## src/common/hps_regs.svh

```systemverilog
`ifndef HPS_REGS_SVH
`define HPS_REGS_SVH

// ----------------------------------------
// Device register offsets
// ----------------------------------------
`define HPS_REG_MODE    8'h01
`define HPS_REG_RTP     8'h02
`define HPS_REG_SLOT0   8'h04
`define HPS_REG_SLOT7   8'h0b
`define HPS_REG_GO      8'h0c
`define HPS_REG_OFS0    8'h0d
`define HPS_REG_OFS3    8'h10
`define HPS_REG_ACT     8'h1a
`define HPS_REG_CTRL    8'h1d
`define HPS_REG_INTV    8'h1f
`define HPS_REG_PERIOD  8'h20

// ----------------------------------------
// Device field positions and reset values
// ----------------------------------------
`define HPS_MODE_MSB    2
`define HPS_STBY_BIT    6
`define HPS_STBY_RST    1'b1
`define HPS_GO_BIT      0
`define HPS_LRA_BIT     7
`define HPS_FIXED_BIT   5
`define HPS_FLOOR_MSB   1
`define HPS_FLOOR_LSB   0
`define HPS_FINE_BIT    0
`define HPS_PAUSE_BIT   7

// ----------------------------------------
// Mode encodings
// ----------------------------------------
`define HPS_MODE_REG    3'h0
`define HPS_MODE_EDGE   3'h1
`define HPS_MODE_LEVEL  3'h2
`define HPS_MODE_ANALOG 3'h3
`define HPS_MODE_AUDIO  3'h4
`define HPS_MODE_RTP    3'h5

// ----------------------------------------
// Sequencer limits and input floor levels
// ----------------------------------------
`define HPS_SLOTS       4'h8
`define HPS_SEG_LAST    2'h3
`define HPS_U5_LAST     3'h4
`define HPS_FLOOR_0     8'h00
`define HPS_FLOOR_1     8'h04
`define HPS_FLOOR_2     8'h08
`define HPS_FLOOR_3     8'h10

// ----------------------------------------
// Timing
// ----------------------------------------
`define HPS_CLK_NS      50
`define HPS_MS_NS       1000000
`define HPS_COARSE_MS   5
`define HPS_PAUSE_MS    10
`define HPS_TRIG_NS     1000

// ----------------------------------------
// Controller AXI4-Lite map
// ----------------------------------------
`define HPS_AXI_CMD     6'h00
`define HPS_AXI_STATUS  6'h04
`define HPS_AXI_TRIG    6'h08
`define HPS_CMD_RD_BIT  16
`define HPS_ST_BUSY_BIT 8
`define HPS_TRIG_LVL    0
`define HPS_TRIG_PULSE  1
`define HPS_RESP_OKAY   2'b00
`define HPS_RESP_SLVERR 2'b10

`endif

```

## src/common/hps_pkg.sv

```systemverilog
package hps_pkg;

	typedef enum logic [4:0] {
		HPS_IDLE  = 5'b00001,
		HPS_LOAD  = 5'b00010,
		HPS_SEGI  = 5'b00100,
		HPS_SEG   = 5'b01000,
		HPS_PAUSE = 5'b10000
	} hps_seq_t;

	typedef struct packed {
		hps_seq_t        st;
		logic [2:0]      mode;
		logic            standby;
		logic [7:0]      rtp_amp;
		logic [7:0][7:0] slots;
		logic            go;
		logic [3:0][7:0] ofs;
		logic            linear_resonant_actuator;
		logic            fixed;
		logic [1:0]      floor_sel;
		logic            fine;
		logic [6:0]      period;
		logic [3:0]      slot_idx;
		logic [1:0]      seg_idx;
		logic [14:0]     ms_cnt;
		logic [2:0]      u5_cnt;
		logic [10:0]     pause_cnt;
		logic [8:0]      elapsed;
		logic [8:0]      seg_len;
		logic [7:0]      start_lvl;
		logic            trig_q;
		logic [7:0]      rdata;
		logic            rvalid;
		logic [7:0]      level;
		logic            drive_on;
		logic            fixed_out;
		logic [6:0]      period_out;
	} hps_dev_t;

	typedef struct packed {
		logic        awready;
		logic        wready;
		logic        aw_got;
		logic        w_got;
		logic [5:0]  aw_addr;
		logic [31:0] w_data;
		logic [3:0]  w_strb;
		logic        bvalid;
		logic [1:0]  bresp;
		logic        arready;
		logic        rvalid;
		logic [31:0] rdata;
		logic [1:0]  rresp;
		logic [16:0] cmd;
		logic        busy;
		logic [7:0]  rd_data;
		logic        reg_wr;
		logic        reg_rd;
		logic [7:0]  reg_addr;
		logic [7:0]  reg_wdata;
		logic        trig;
		logic [7:0]  pulse_cnt;
	} hps_host_t;

endpackage

```

## src/common/hps_link_if.sv

```systemverilog
`timescale 1ns/10ps
interface hps_link_if;
	logic       reg_wr;
	logic       reg_rd;
	logic [7:0] reg_addr;
	logic [7:0] reg_wdata;
	logic [7:0] reg_rdata;
	logic       reg_rvalid;
	logic       trig;

	modport device (
		input  reg_wr,
		input  reg_rd,
		input  reg_addr,
		input  reg_wdata,
		input  trig,
		output reg_rdata,
		output reg_rvalid
	);

	modport host (
		output reg_wr,
		output reg_rd,
		output reg_addr,
		output reg_wdata,
		output trig,
		input  reg_rdata,
		input  reg_rvalid
	);
endinterface // hps_link_if

```

## src/hw/hps_device.sv

```systemverilog
`timescale 1ns/10ps
`include "hps_regs.svh"
module hps_device #(
	parameter int MS_CYCLES = `HPS_MS_NS / `HPS_CLK_NS
) (
	// Clock and reset
	input  wire logic        ref_clk,
	input  wire logic        nrst,
	// Link to the controller
	hps_link_if.device       link,
	// Digitised analog or PWM input, full scale at 8'hff
	input  wire logic [7:0]  analog_code,
	// Drive towards the output stage
	output logic      [7:0]  drive_level,
	output logic             drive_on,
	output logic             fixed_freq_drive,
	output logic      [6:0]  fixed_drive_period
);

	// ----------------------------------------
	// Effect library
	// ----------------------------------------
	// Each effect has four segments: {ramp, signed level, duration in steps}.
	function automatic logic [16:0] rom_seg(input logic [6:0] id, input logic [1:0] seg);
		case (seg)
			2'h0:    rom_seg = {1'b0, 8'h7f, 8'(4'h2 + {1'b0, id[2:0]})};
			2'h1:    rom_seg = {id[0], 8'h30 + {4'h0, id[3:0]}, 8'(4'h4 + {1'b0, id[6:4]})};
			2'h2:    rom_seg = {1'b0, 8'he0, 8'(3'h1 + {1'b0, id[1:0]})};
			default: rom_seg = {1'b0, 8'h90, 8'(3'h2 + {1'b0, id[4:3]})};
		endcase
	endfunction

	// Class 0 overdrive, 1 positive sustain, 2 negative sustain, 3 brake.
	function automatic logic [1:0] seg_class(input logic [6:0] id, input logic [1:0] seg);
		logic signed [7:0] lv [4];
		logic [1:0]        imax;
		logic [1:0]        imin;
		logic [16:0]       ent;
		imax = 2'h0;
		imin = 2'h0;
		for (int k = 0; k < 4; k++) begin
			ent = rom_seg(id, 2'(k));
			lv[k] = $signed(ent[15:8]);
		end
		for (int k = 1; k < 4; k++) begin
			if (lv[k] > lv[imax]) imax = 2'(k);
			if (lv[k] < lv[imin]) imin = 2'(k);
		end
		if (seg == imax && lv[seg] > 8'sh00) seg_class = 2'h0;
		else if (seg == imin && lv[seg] < 8'sh00) seg_class = 2'h3;
		else if (lv[seg] >= 8'sh00) seg_class = 2'h1;
		else seg_class = 2'h2;
	endfunction

	function automatic logic [7:0] interp(input logic [7:0] a, input logic [7:0] b,
			input logic [8:0] t, input logic [8:0] len);
		logic signed [8:0]  diff;
		logic signed [18:0] prod;
		logic signed [18:0] q;
		diff = $signed({b[7], b}) - $signed({a[7], a});
		prod = diff * $signed({1'b0, t});
		q = prod / $signed({10'h000, len});
		interp = 8'(a + q[7:0]);
	endfunction

	function automatic logic [7:0] floor_lvl(input logic [1:0] sel);
		case (sel)
			2'h0:    floor_lvl = `HPS_FLOOR_0;
			2'h1:    floor_lvl = `HPS_FLOOR_1;
			2'h2:    floor_lvl = `HPS_FLOOR_2;
			default: floor_lvl = `HPS_FLOOR_3;
		endcase
	endfunction

	// ----------------------------------------
	// State
	// ----------------------------------------
	function automatic hps_pkg::hps_dev_t rst_val();
		rst_val = '0;
		rst_val.st = hps_pkg::HPS_IDLE;
		rst_val.standby = `HPS_STBY_RST;
	endfunction

	localparam hps_pkg::hps_dev_t RST_VAL = rst_val();

	hps_pkg::hps_dev_t s;
	hps_pkg::hps_dev_t next_s;
	logic              ms_tick;
	logic              unit_tick;
	logic [7:0]        slot;
	logic [16:0]       seg;
	logic [7:0]        toff;
	logic signed [9:0] len;
	logic [7:0]        sidx;
	logic [7:0]        oidx;
	logic              seq_mode;
	logic              rise;
	logic              done;

	always_comb begin
		next_s = s;
		sidx = link.reg_addr - `HPS_REG_SLOT0;
		oidx = link.reg_addr - `HPS_REG_OFS0;
		slot = s.slots[s.slot_idx[2:0]];
		seg = rom_seg(slot[6:0], s.seg_idx);
		toff = s.ofs[seg_class(slot[6:0], s.seg_idx)];
		len = $signed({2'b00, seg[7:0]}) + $signed({{2{toff[7]}}, toff});
		seq_mode = s.mode == `HPS_MODE_REG || s.mode == `HPS_MODE_EDGE || s.mode == `HPS_MODE_LEVEL;
		rise = link.trig && !s.trig_q;
		done = 1'b0;
		next_s.trig_q = link.trig;
		next_s.rvalid = 1'b0;

		// Millisecond and step ticks.
		ms_tick = s.ms_cnt == 15'(MS_CYCLES - 1);
		next_s.ms_cnt = ms_tick ? 15'h0000 : 15'(s.ms_cnt + 15'h0001);
		unit_tick = 1'b0;
		if (ms_tick) begin
			next_s.u5_cnt = (s.u5_cnt == `HPS_U5_LAST) ? 3'h0 : 3'(s.u5_cnt + 3'h1);
			unit_tick = s.fine || s.u5_cnt == `HPS_U5_LAST;
		end

		// Sequencer.
		case (s.st)
			hps_pkg::HPS_IDLE: begin
				if (s.go) begin
					next_s.slot_idx = 4'h0;
					next_s.st = hps_pkg::HPS_LOAD;
				end
			end
			hps_pkg::HPS_LOAD: begin
				if (s.slot_idx == `HPS_SLOTS || slot == 8'h00) begin
					done = 1'b1;
					next_s.st = hps_pkg::HPS_IDLE;
				end else if (slot[`HPS_PAUSE_BIT]) begin
					next_s.pause_cnt = 11'(slot[6:0]) * 11'(`HPS_PAUSE_MS);
					next_s.ms_cnt = 15'h0000;
					next_s.st = hps_pkg::HPS_PAUSE;
				end else begin
					next_s.seg_idx = 2'h0;
					next_s.st = hps_pkg::HPS_SEGI;
				end
			end
			hps_pkg::HPS_SEGI: begin
				next_s.start_lvl = s.level;
				next_s.elapsed = 9'h000;
				next_s.seg_len = len[8:0];
				if (len > 10'sh000) begin
					next_s.st = hps_pkg::HPS_SEG;
				end else if (s.seg_idx == `HPS_SEG_LAST) begin
					// A segment shrunk to nothing is skipped.
					next_s.slot_idx = 4'(s.slot_idx + 4'h1);
					next_s.st = hps_pkg::HPS_LOAD;
				end else begin
					next_s.seg_idx = 2'(s.seg_idx + 2'h1);
				end
			end
			hps_pkg::HPS_SEG: begin
				if (unit_tick) begin
					next_s.elapsed = 9'(s.elapsed + 9'h001);
					if (9'(s.elapsed + 9'h001) == s.seg_len) begin
						if (s.seg_idx == `HPS_SEG_LAST) begin
							next_s.slot_idx = 4'(s.slot_idx + 4'h1);
							next_s.st = hps_pkg::HPS_LOAD;
						end else begin
							next_s.seg_idx = 2'(s.seg_idx + 2'h1);
							next_s.st = hps_pkg::HPS_SEGI;
						end
					end
				end
			end
			hps_pkg::HPS_PAUSE: begin
				if (s.pause_cnt == 11'h000 || (ms_tick && s.pause_cnt == 11'h001)) begin
					next_s.slot_idx = 4'(s.slot_idx + 4'h1);
					next_s.st = hps_pkg::HPS_LOAD;
				end else if (ms_tick) begin
					next_s.pause_cnt = 11'(s.pause_cnt - 11'h001);
				end
			end
			default: next_s.st = hps_pkg::HPS_IDLE;
		endcase
		if (done) next_s.go = 1'b0;

		// Go sources; a set in the cycle of completion wins.
		if (s.mode == `HPS_MODE_EDGE && rise) next_s.go = !s.go;
		if (s.mode == `HPS_MODE_LEVEL) next_s.go = link.trig;

		// Register writes.
		if (link.reg_wr) begin
			if (link.reg_addr == `HPS_REG_MODE) begin
				next_s.mode = link.reg_wdata[`HPS_MODE_MSB:0];
				next_s.standby = link.reg_wdata[`HPS_STBY_BIT];
			end
			if (link.reg_addr == `HPS_REG_RTP) next_s.rtp_amp = link.reg_wdata;
			if (link.reg_addr >= `HPS_REG_SLOT0 && link.reg_addr <= `HPS_REG_SLOT7)
				next_s.slots[sidx[2:0]] = link.reg_wdata;
			if (link.reg_addr == `HPS_REG_GO) next_s.go = link.reg_wdata[`HPS_GO_BIT];
			if (link.reg_addr >= `HPS_REG_OFS0 && link.reg_addr <= `HPS_REG_OFS3)
				next_s.ofs[oidx[1:0]] = link.reg_wdata;
			if (link.reg_addr == `HPS_REG_ACT) next_s.linear_resonant_actuator = link.reg_wdata[`HPS_LRA_BIT];
			if (link.reg_addr == `HPS_REG_CTRL) begin
				next_s.fixed = link.reg_wdata[`HPS_FIXED_BIT];
				next_s.floor_sel = link.reg_wdata[`HPS_FLOOR_MSB:`HPS_FLOOR_LSB];
			end
			if (link.reg_addr == `HPS_REG_INTV) next_s.fine = link.reg_wdata[`HPS_FINE_BIT];
			if (link.reg_addr == `HPS_REG_PERIOD) next_s.period = link.reg_wdata[6:0];
		end

		// Cancel, standby and leaving the sequencer modes stop playback at once.
		if (!next_s.go || next_s.standby || !seq_mode) begin
			next_s.st = hps_pkg::HPS_IDLE;
		end
		if (s.standby) next_s.go = 1'b0;

		// Drive output.
		next_s.drive_on = 1'b0;
		next_s.level = 8'h00;
		if (!s.standby) begin
			case (s.mode)
				`HPS_MODE_ANALOG: begin
					next_s.drive_on = 1'b1;
					next_s.level = (analog_code < floor_lvl(s.floor_sel)) ? 8'h00 : analog_code;
				end
				`HPS_MODE_RTP: begin
					next_s.drive_on = 1'b1;
					next_s.level = s.rtp_amp;
				end
				default: begin
					if (next_s.st == hps_pkg::HPS_SEG) begin
						next_s.drive_on = 1'b1;
						next_s.level = seg[16] ? interp(s.start_lvl, seg[15:8], s.elapsed, s.seg_len) : seg[15:8];
					end
				end
			endcase
		end
		next_s.fixed_out = s.linear_resonant_actuator && s.fixed && (s.mode == `HPS_MODE_ANALOG || s.mode == `HPS_MODE_RTP);
		next_s.period_out = s.period;

		// Register reads answer one cycle later.
		if (link.reg_rd) begin
			next_s.rvalid = 1'b1;
			next_s.rdata = 8'h00;
			if (link.reg_addr == `HPS_REG_MODE) next_s.rdata = {1'b0, s.standby, 3'h0, s.mode};
			if (link.reg_addr == `HPS_REG_RTP) next_s.rdata = s.rtp_amp;
			if (link.reg_addr >= `HPS_REG_SLOT0 && link.reg_addr <= `HPS_REG_SLOT7)
				next_s.rdata = s.slots[sidx[2:0]];
			if (link.reg_addr == `HPS_REG_GO) next_s.rdata = {7'h00, s.go};
			if (link.reg_addr >= `HPS_REG_OFS0 && link.reg_addr <= `HPS_REG_OFS3)
				next_s.rdata = s.ofs[oidx[1:0]];
			if (link.reg_addr == `HPS_REG_ACT) next_s.rdata = {s.linear_resonant_actuator, 7'h00};
			if (link.reg_addr == `HPS_REG_CTRL) next_s.rdata = {2'h0, s.fixed, 3'h0, s.floor_sel};
			if (link.reg_addr == `HPS_REG_INTV) next_s.rdata = {7'h00, s.fine};
			if (link.reg_addr == `HPS_REG_PERIOD) next_s.rdata = {1'b0, s.period};
		end
	end

	always_ff @(posedge ref_clk or negedge nrst) begin
		if (!nrst) begin
			s <= RST_VAL;
		end else begin
			s <= next_s;
		end
	end

	// ----------------------------------------
	// Outputs
	// ----------------------------------------
	assign link.reg_rdata = s.rdata;
	assign link.reg_rvalid = s.rvalid;
	assign drive_level = s.level;
	assign drive_on = s.drive_on;
	assign fixed_freq_drive = s.fixed_out;
	assign fixed_drive_period = s.period_out;

endmodule // hps_device

```

## src/flat_wrapper.sv

```systemverilog
// flat-port wrapper written by rule: the top's interface ports become plain ports
module hps_device_flat 
#(
	parameter int MS_CYCLES = `HPS_MS_NS / `HPS_CLK_NS
)
  (ref_clk, nrst, analog_code, drive_level, drive_on, fixed_freq_drive, fixed_drive_period, link_reg_wr, link_reg_rd, link_reg_addr, link_reg_wdata, link_trig, link_reg_rdata, link_reg_rvalid);
  hps_link_if link_i ();
  input  wire logic ref_clk;
  input  wire logic nrst;
  input  wire logic [7:0] analog_code;
  output logic      [7:0] drive_level;
  output logic drive_on;
  output logic fixed_freq_drive;
  output logic      [6:0] fixed_drive_period;
  input wire logic [$bits(link_i.reg_wr)-1:0] link_reg_wr;
  input wire logic [$bits(link_i.reg_rd)-1:0] link_reg_rd;
  input wire logic [$bits(link_i.reg_addr)-1:0] link_reg_addr;
  input wire logic [$bits(link_i.reg_wdata)-1:0] link_reg_wdata;
  input wire logic [$bits(link_i.trig)-1:0] link_trig;
  output wire logic [$bits(link_i.reg_rdata)-1:0] link_reg_rdata;
  output wire logic [$bits(link_i.reg_rvalid)-1:0] link_reg_rvalid;
  assign link_i.reg_wr = link_reg_wr;
  assign link_i.reg_rd = link_reg_rd;
  assign link_i.reg_addr = link_reg_addr;
  assign link_i.reg_wdata = link_reg_wdata;
  assign link_i.trig = link_trig;
  assign link_reg_rdata = link_i.reg_rdata;
  assign link_reg_rvalid = link_i.reg_rvalid;
  hps_device #(.MS_CYCLES(MS_CYCLES)) u_core (.ref_clk(ref_clk), .nrst(nrst), .link(link_i), .analog_code(analog_code), .drive_level(drive_level), .drive_on(drive_on), .fixed_freq_drive(fixed_freq_drive), .fixed_drive_period(fixed_drive_period));
endmodule
```

## config.mk

```make
export PLATFORM = sky130hd
export DESIGN_NAME = hps_device_flat
export DESIGN_NICKNAME = d
export VERILOG_FILES = /design/src/common/hps_pkg.sv /design/src/common/hps_link_if.sv /design/src/hw/hps_device.sv /design/src/flat_wrapper.sv
export VERILOG_INCLUDE_DIRS = /design/src /design/src/common
export SDC_FILE = /design/constraint.sdc
export NUM_CORES = 1
export LEC_CHECK = 0
export ABC_CLOCK_PERIOD_IN_PS = 107600
export BUFFER_PORTS_ARGS = -buffer_cell sky130_fd_sc_hd__clkbuf_2
export CAP_MARGIN = 0
export CELL_PAD_IN_SITES_DETAIL_PLACEMENT = 1
export CELL_PAD_IN_SITES_GLOBAL_PLACEMENT = 1
export CORE_ASPECT_RATIO = 1.4
export CORE_MARGIN = 8
export CORE_UTILIZATION = 50
export CTS_CLUSTER_DIAMETER = 100
export DETAILED_ROUTE_END_ITERATION = 7
export GPL_TIMING_DRIVEN = 0
export PLACE_DENSITY = 0.87
export SETUP_SLACK_MARGIN = 0.5
export SLEW_MARGIN = 20
export SYNTH_ARGS = -nofsm -noshare
export SYNTH_HDL_FRONTEND = slang
export SYNTH_SLANG_ARGS = --single-unit
```

## constraint.sdc

```tcl
create_clock -name ref_clk -period 107.6 [get_ports ref_clk]
set_input_delay 10.76 -clock ref_clk [delete_from_list [all_inputs] [get_ports ref_clk]]
set_output_delay 10.76 -clock ref_clk [all_outputs]
set_load 0.01 [all_outputs]
```

# ---- Word-level counts from Yosys, hierarchy flattened
# Index checks and enable logic that the tools add are counted.
dict set report word_totals {
  mem_count 0
  mem_bits_ro 0
  inputBits 29
  mem_bits_rw 0
  latchBits 0
  regBits 214
}
dict set report classes {
  eq_ne 39
  reduce_logical 44
  div 1
  shift 0
  n_mux 107
  mul 2
  n_lt_le_gt_ge 26
  addsub 16
  bitwise 5
}
# operator count
set op_table {}
lappend op_table {{two-way mux 8 bit} 29}
lappend op_table {{two-way mux 118 bit} 1}
lappend op_table {{binary-select mux 8 bit (select 2 bit)} 7}
lappend op_table {{bitwise mux 64 bit} 1}
lappend op_table {{two-way mux 64 bit} 1}
lappend op_table {{case mux 17 bit (3 select lines)} 1}
lappend op_table {{binary-select mux 8 bit (select 3 bit)} 2}
lappend op_table {{two-way mux 15 bit} 3}
lappend op_table {{two-way mux 5 bit} 9}
lappend op_table {{two-way mux 11 bit} 4}
lappend op_table {{case mux 9 bit (2 select lines)} 2}
lappend op_table {{bitwise mux 32 bit} 1}
lappend op_table {{two-way mux 32 bit} 1}
lappend op_table {{two-way mux 9 bit} 3}
lappend op_table {{case mux 5 bit (5 select lines)} 1}
lappend op_table {{demux 8 bit (select 3 bit)} 1}
lappend op_table {{equality test 8 x 5 -> 1 bit, second input constant} 3}
lappend op_table {{case mux 11 bit (2 select lines)} 1}
lappend op_table {{divider 19 x 10 -> 19 bit} 1}
lappend op_table {{multiplier 9 x 10 -> 19 bit} 1}
lappend op_table {{two-way mux 2 bit} 9}
lappend op_table {{two-way mux 6 bit} 3}
lappend op_table {{AND reduction 2 bit} 9}
lappend op_table {{two-way mux 17 bit} 1}
lappend op_table {{other kinds (80)} 145}

# ---- Logic depth before layout (Yosys ltp)
dict set report depth {
  depth_word 32
  ltp_mapped 266
  ltp_nobuf 247
}

# ---- Worst setup path after synthesis
# OpenSTA, ideal clock, no wires.
dict set report synth_path {
  path_type {reg-to-reg}
  startpoint {reg u_core.s[84] (netlist bit)}
  endpoint {reg u_core.s, in the netlist u_core.drive_level[7]}
  arrival_ns 51.033
  slack_ns 56.436
  path_stages_with_launch 254
  required_ns 107.468
  synth_period_minus_slack_ns 51.164
  cell_sequence {dfrtp_1 -> buf_1 -> clkbuf_1 -> mux4_2 -> mux2i_1 -> inv_1 -> a21oi_1 -> nor2_1 -> ha_1 -> a21oi_1 -> maj3_1 -> maj3_1 -> nor2_1 -> nor2_1 -> o21bai_1 -> a21oi_1 -> xnor2_1 -> nand2_1 -> [218 not listed] -> nor3_1 -> ha_1 -> nor2_1 -> o21bai_1 -> inv_1 -> ha_1 -> a21o_1 -> a21oi_1 -> nor2b_1 -> o21a_1 -> o21ai_0 -> nand2b_1 -> a21oi_1 -> xnor2_1 -> xnor2_1 -> nor3b_1 -> o31a_1 -> nor3_1}
}
# element line_no
set synth_rtl {}
lappend synth_rtl {{from (decl)} hps_device.sv:86} ;# hps_pkg::hps_dev_t s;
lappend synth_rtl {{from (signal assigned)} hps_device.sv:261} ;# s <= next_s;

==> results.ini <==
[timing]
slew_viol_final = 0
slew-limit-headroom_pct = 25.92
rsz0062_at_grt = no
setup_viol = 0
hold_viol_final = 0
fmax_mhz = 16.08
min_period_over_period_pct = 57.80
period_needed_ns = 62.20
hold_slack_ns = 0.4066
tightest_slew_ns = 1.110
setup_tns_ns = 0
finClkSkew_ns = 0.01426

[place]
gp_congestion = 0.9597
place_hpwl_um = 63030
io_buffers = 52

[run]
drv_cap = 0

[yosys]
ys_types = 105
syn_inst = 2703
syn-num-nets = 3031
synth-edff-count = 0
synth_flop_cell = dfrtp_1
avgSynthCellArea_um2 = 8.726
yosys_warnings = 0
ys_async_sr_fraction_pct = 100.0
seq_area_frac_synth_pct = 22.71
ys_seq_elements = 214
synth_area_um2 = 23590

[global_route]
antenna_found_initial = 1
overflow = 0
grt_pass1_vias = 24490
grt_first_pass_wirelength_um = 130900
grt_max_degree = 90
grt.total_usage_pct = 30.04

[critical_path]
cp_max_fo = 10
worst_ep_required_time_ns = 108.00
r2r-start = u_core.s[84]
r2r_end = u_core.drive_level[7]
ff2ff_setup_slack_ns = 45.40
startpoint = u_core.s[84]
cp_slowest_cell = buf_1
path_common_cell = o21a_1
path_class = reg -> reg
crit_end = u_core.drive_level[7]
max_stage_delay_ns = 0.72
cp_data_arrival_time_ns = 62.60
startpoint_type = flop
reg2regPathDepth = 255
end_kind = flop

[layout]
utilization_pct = 54.09
fillers = 5577
multi_input_area_um2 = 17130
layout_common_cells = nand2_1, ha_1, nor2_1
drive_gt1_share_pct = 13.36
area_delta_synth_final_pct = 7.352
regArea_um2 = 5358
fin_nets = 3106

[detailed_routing]
vias = 21830
wirelength_um = 82050
antenna_left = 0
wl_per_cell_um = 24.01
first_pass_iters = 5
drc = 0
drtIter0Drc = 1003
vias_per_cell = 6.386

[run_status]
outcome = finished, final reports clean

[clock_tree]
cts_hold_buf = 0
cts_num_sinks = 214
clockBufferDepth = 3
cts_root_buffer = clkbuf_16
cts_buffers = 19
h-tree-depth = 1
post_cts_buffers = 0
cts_resized = 0
clk_latency_ns = 0.52
cts_tree = built
path_clk_slew_ns = 0.08

[floorplan]
rows = 94
die_h_um = 273.0
die_area_um2 = 54480
start_util_pct = 50.39
ios = 55
coreArea_um2 = 46810
fp.dieW_um = 199.6

[min_path]
hp-class = reg -> reg

critical path, delay by kind of cell, from the launching register on:
kind | cells | cell delay [ns]
AO/OA/AOI/OAI | 124 | 27.06
AND/OR/NAND/NOR | 70 | 14.39
adder cells (fa/ha/maj) | 30 | 10.49
buffers and inverters | 22 | 5.93
multiplexers | 6 | 2.57
XOR/XNOR | 3 | 1.11
flip-flops | 1 | 0.41
layer usage:
| metal | up-vias | wire (um) | track usage (%) | share of wire (%) |
|---|---|---|---|---|
| met2 | 715 | 43520 | 56.69 | 53 |
| met3 | 344 | 3138 | 3.620 | 3.8 |
| met1 | 10840 | 28720 | 29.73 | 35 |
| li1 | 9933 | - | - | - |
| met5 | - | 0 | 0 | 0 |
| met4 | 0 | 6673 | 21.30 | 8.1 |
cells by family (layout without fill, tap and decap cells):
family	Yosys count	in the layout	share of synthesized area (%)
AND/OR/NAND/NOR	938	938	19.55
multiplexers	224	224	12.39
XOR/XNOR	125	125	4.763
adder cells (fa/ha/maj)	304	304	17.79
other	0	3	0
flip-flops	214	214	22.71
buffers and inverters	267	355	4.742
AO/OA/AOI/OAI	631	631	18.05
cells in the mapped netlist (28+ instances only):
cell type | count | area (um^2)
fa_1 | 54 | 1081
a21o_1 | 40 | 300.3
or2_2 | 28 | 175.2
nand3_1 | 62 | 310.3
o21ai_0 | 135 | 675.7
o21a_1 | 76 | 570.6
xnor2_1 | 80 | 700.7
nor2_1 | 226 | 848.3
o31ai_1 | 42 | 315.3
nor3_1 | 108 | 540.5
nand2b_1 | 36 | 225.2
mux2_2 | 154 | 1734
mux2i_1 | 28 | 280.3
inv_1 | 154 | 578.1
dfrtp_1 | 212 | 5305
mux4_2 | 38 | 855.8
a21oi_1 | 135 | 675.7
ha_1 | 245 | 3065
and2_1 | 52 | 325.3
nor2b_1 | 45 | 281.5
nand2_1 | 245 | 919.6
clkbuf_1 | 73 | 274.0
xor2_1 | 43 | 376.6
final cells by class:
type,count,area share [%]
Tap cell,624,3.083
Sequential cell,214,21.16
Buffer,112,2.120
Clock inverter,10,0.2619
Antenna cell,3,0.02965
Timing Repair Buffer,54,1.280
Clock buffer,24,2.110
Inverter,155,2.298
Multi-Input combinational cell,2222,67.66
how the worst min path moves through the flow:
stage	slack [ns]	cells after the start	from	end
after floorplan	0.37	0	u_core.next_s[2]	u_core.fixed_drive_period[2]
after global placement	0.38	0	u_core.next_s[5]	u_core.fixed_drive_period[5]
after CTS	0.41	0	u_core.next_s[5]	u_core.fixed_drive_period[5]
after detailed placement	0.38	0	u_core.next_s[5]	u_core.fixed_drive_period[5]
final	0.41	0	u_core.next_s[5]	u_core.fixed_drive_period[5]
after global routing	0.42	0	u_core.next_s[5]	u_core.fixed_drive_period[5]
through the flow:
stage               worst slack (ns)  std cells  instance area [um^2]
finish                         45.40       3418                 25320
global route                   41.11       3415                 25310
CTS                            45.31       3415                 25300
detailed placement             45.52       3381                 24700
global placement               46.96       3379                 24630
floorplan                      56.44       2703                 23590
Power is left out: the tool's default activity adds up to more than one toggle a clock period on the data nets, which glitch-free logic cannot reach.
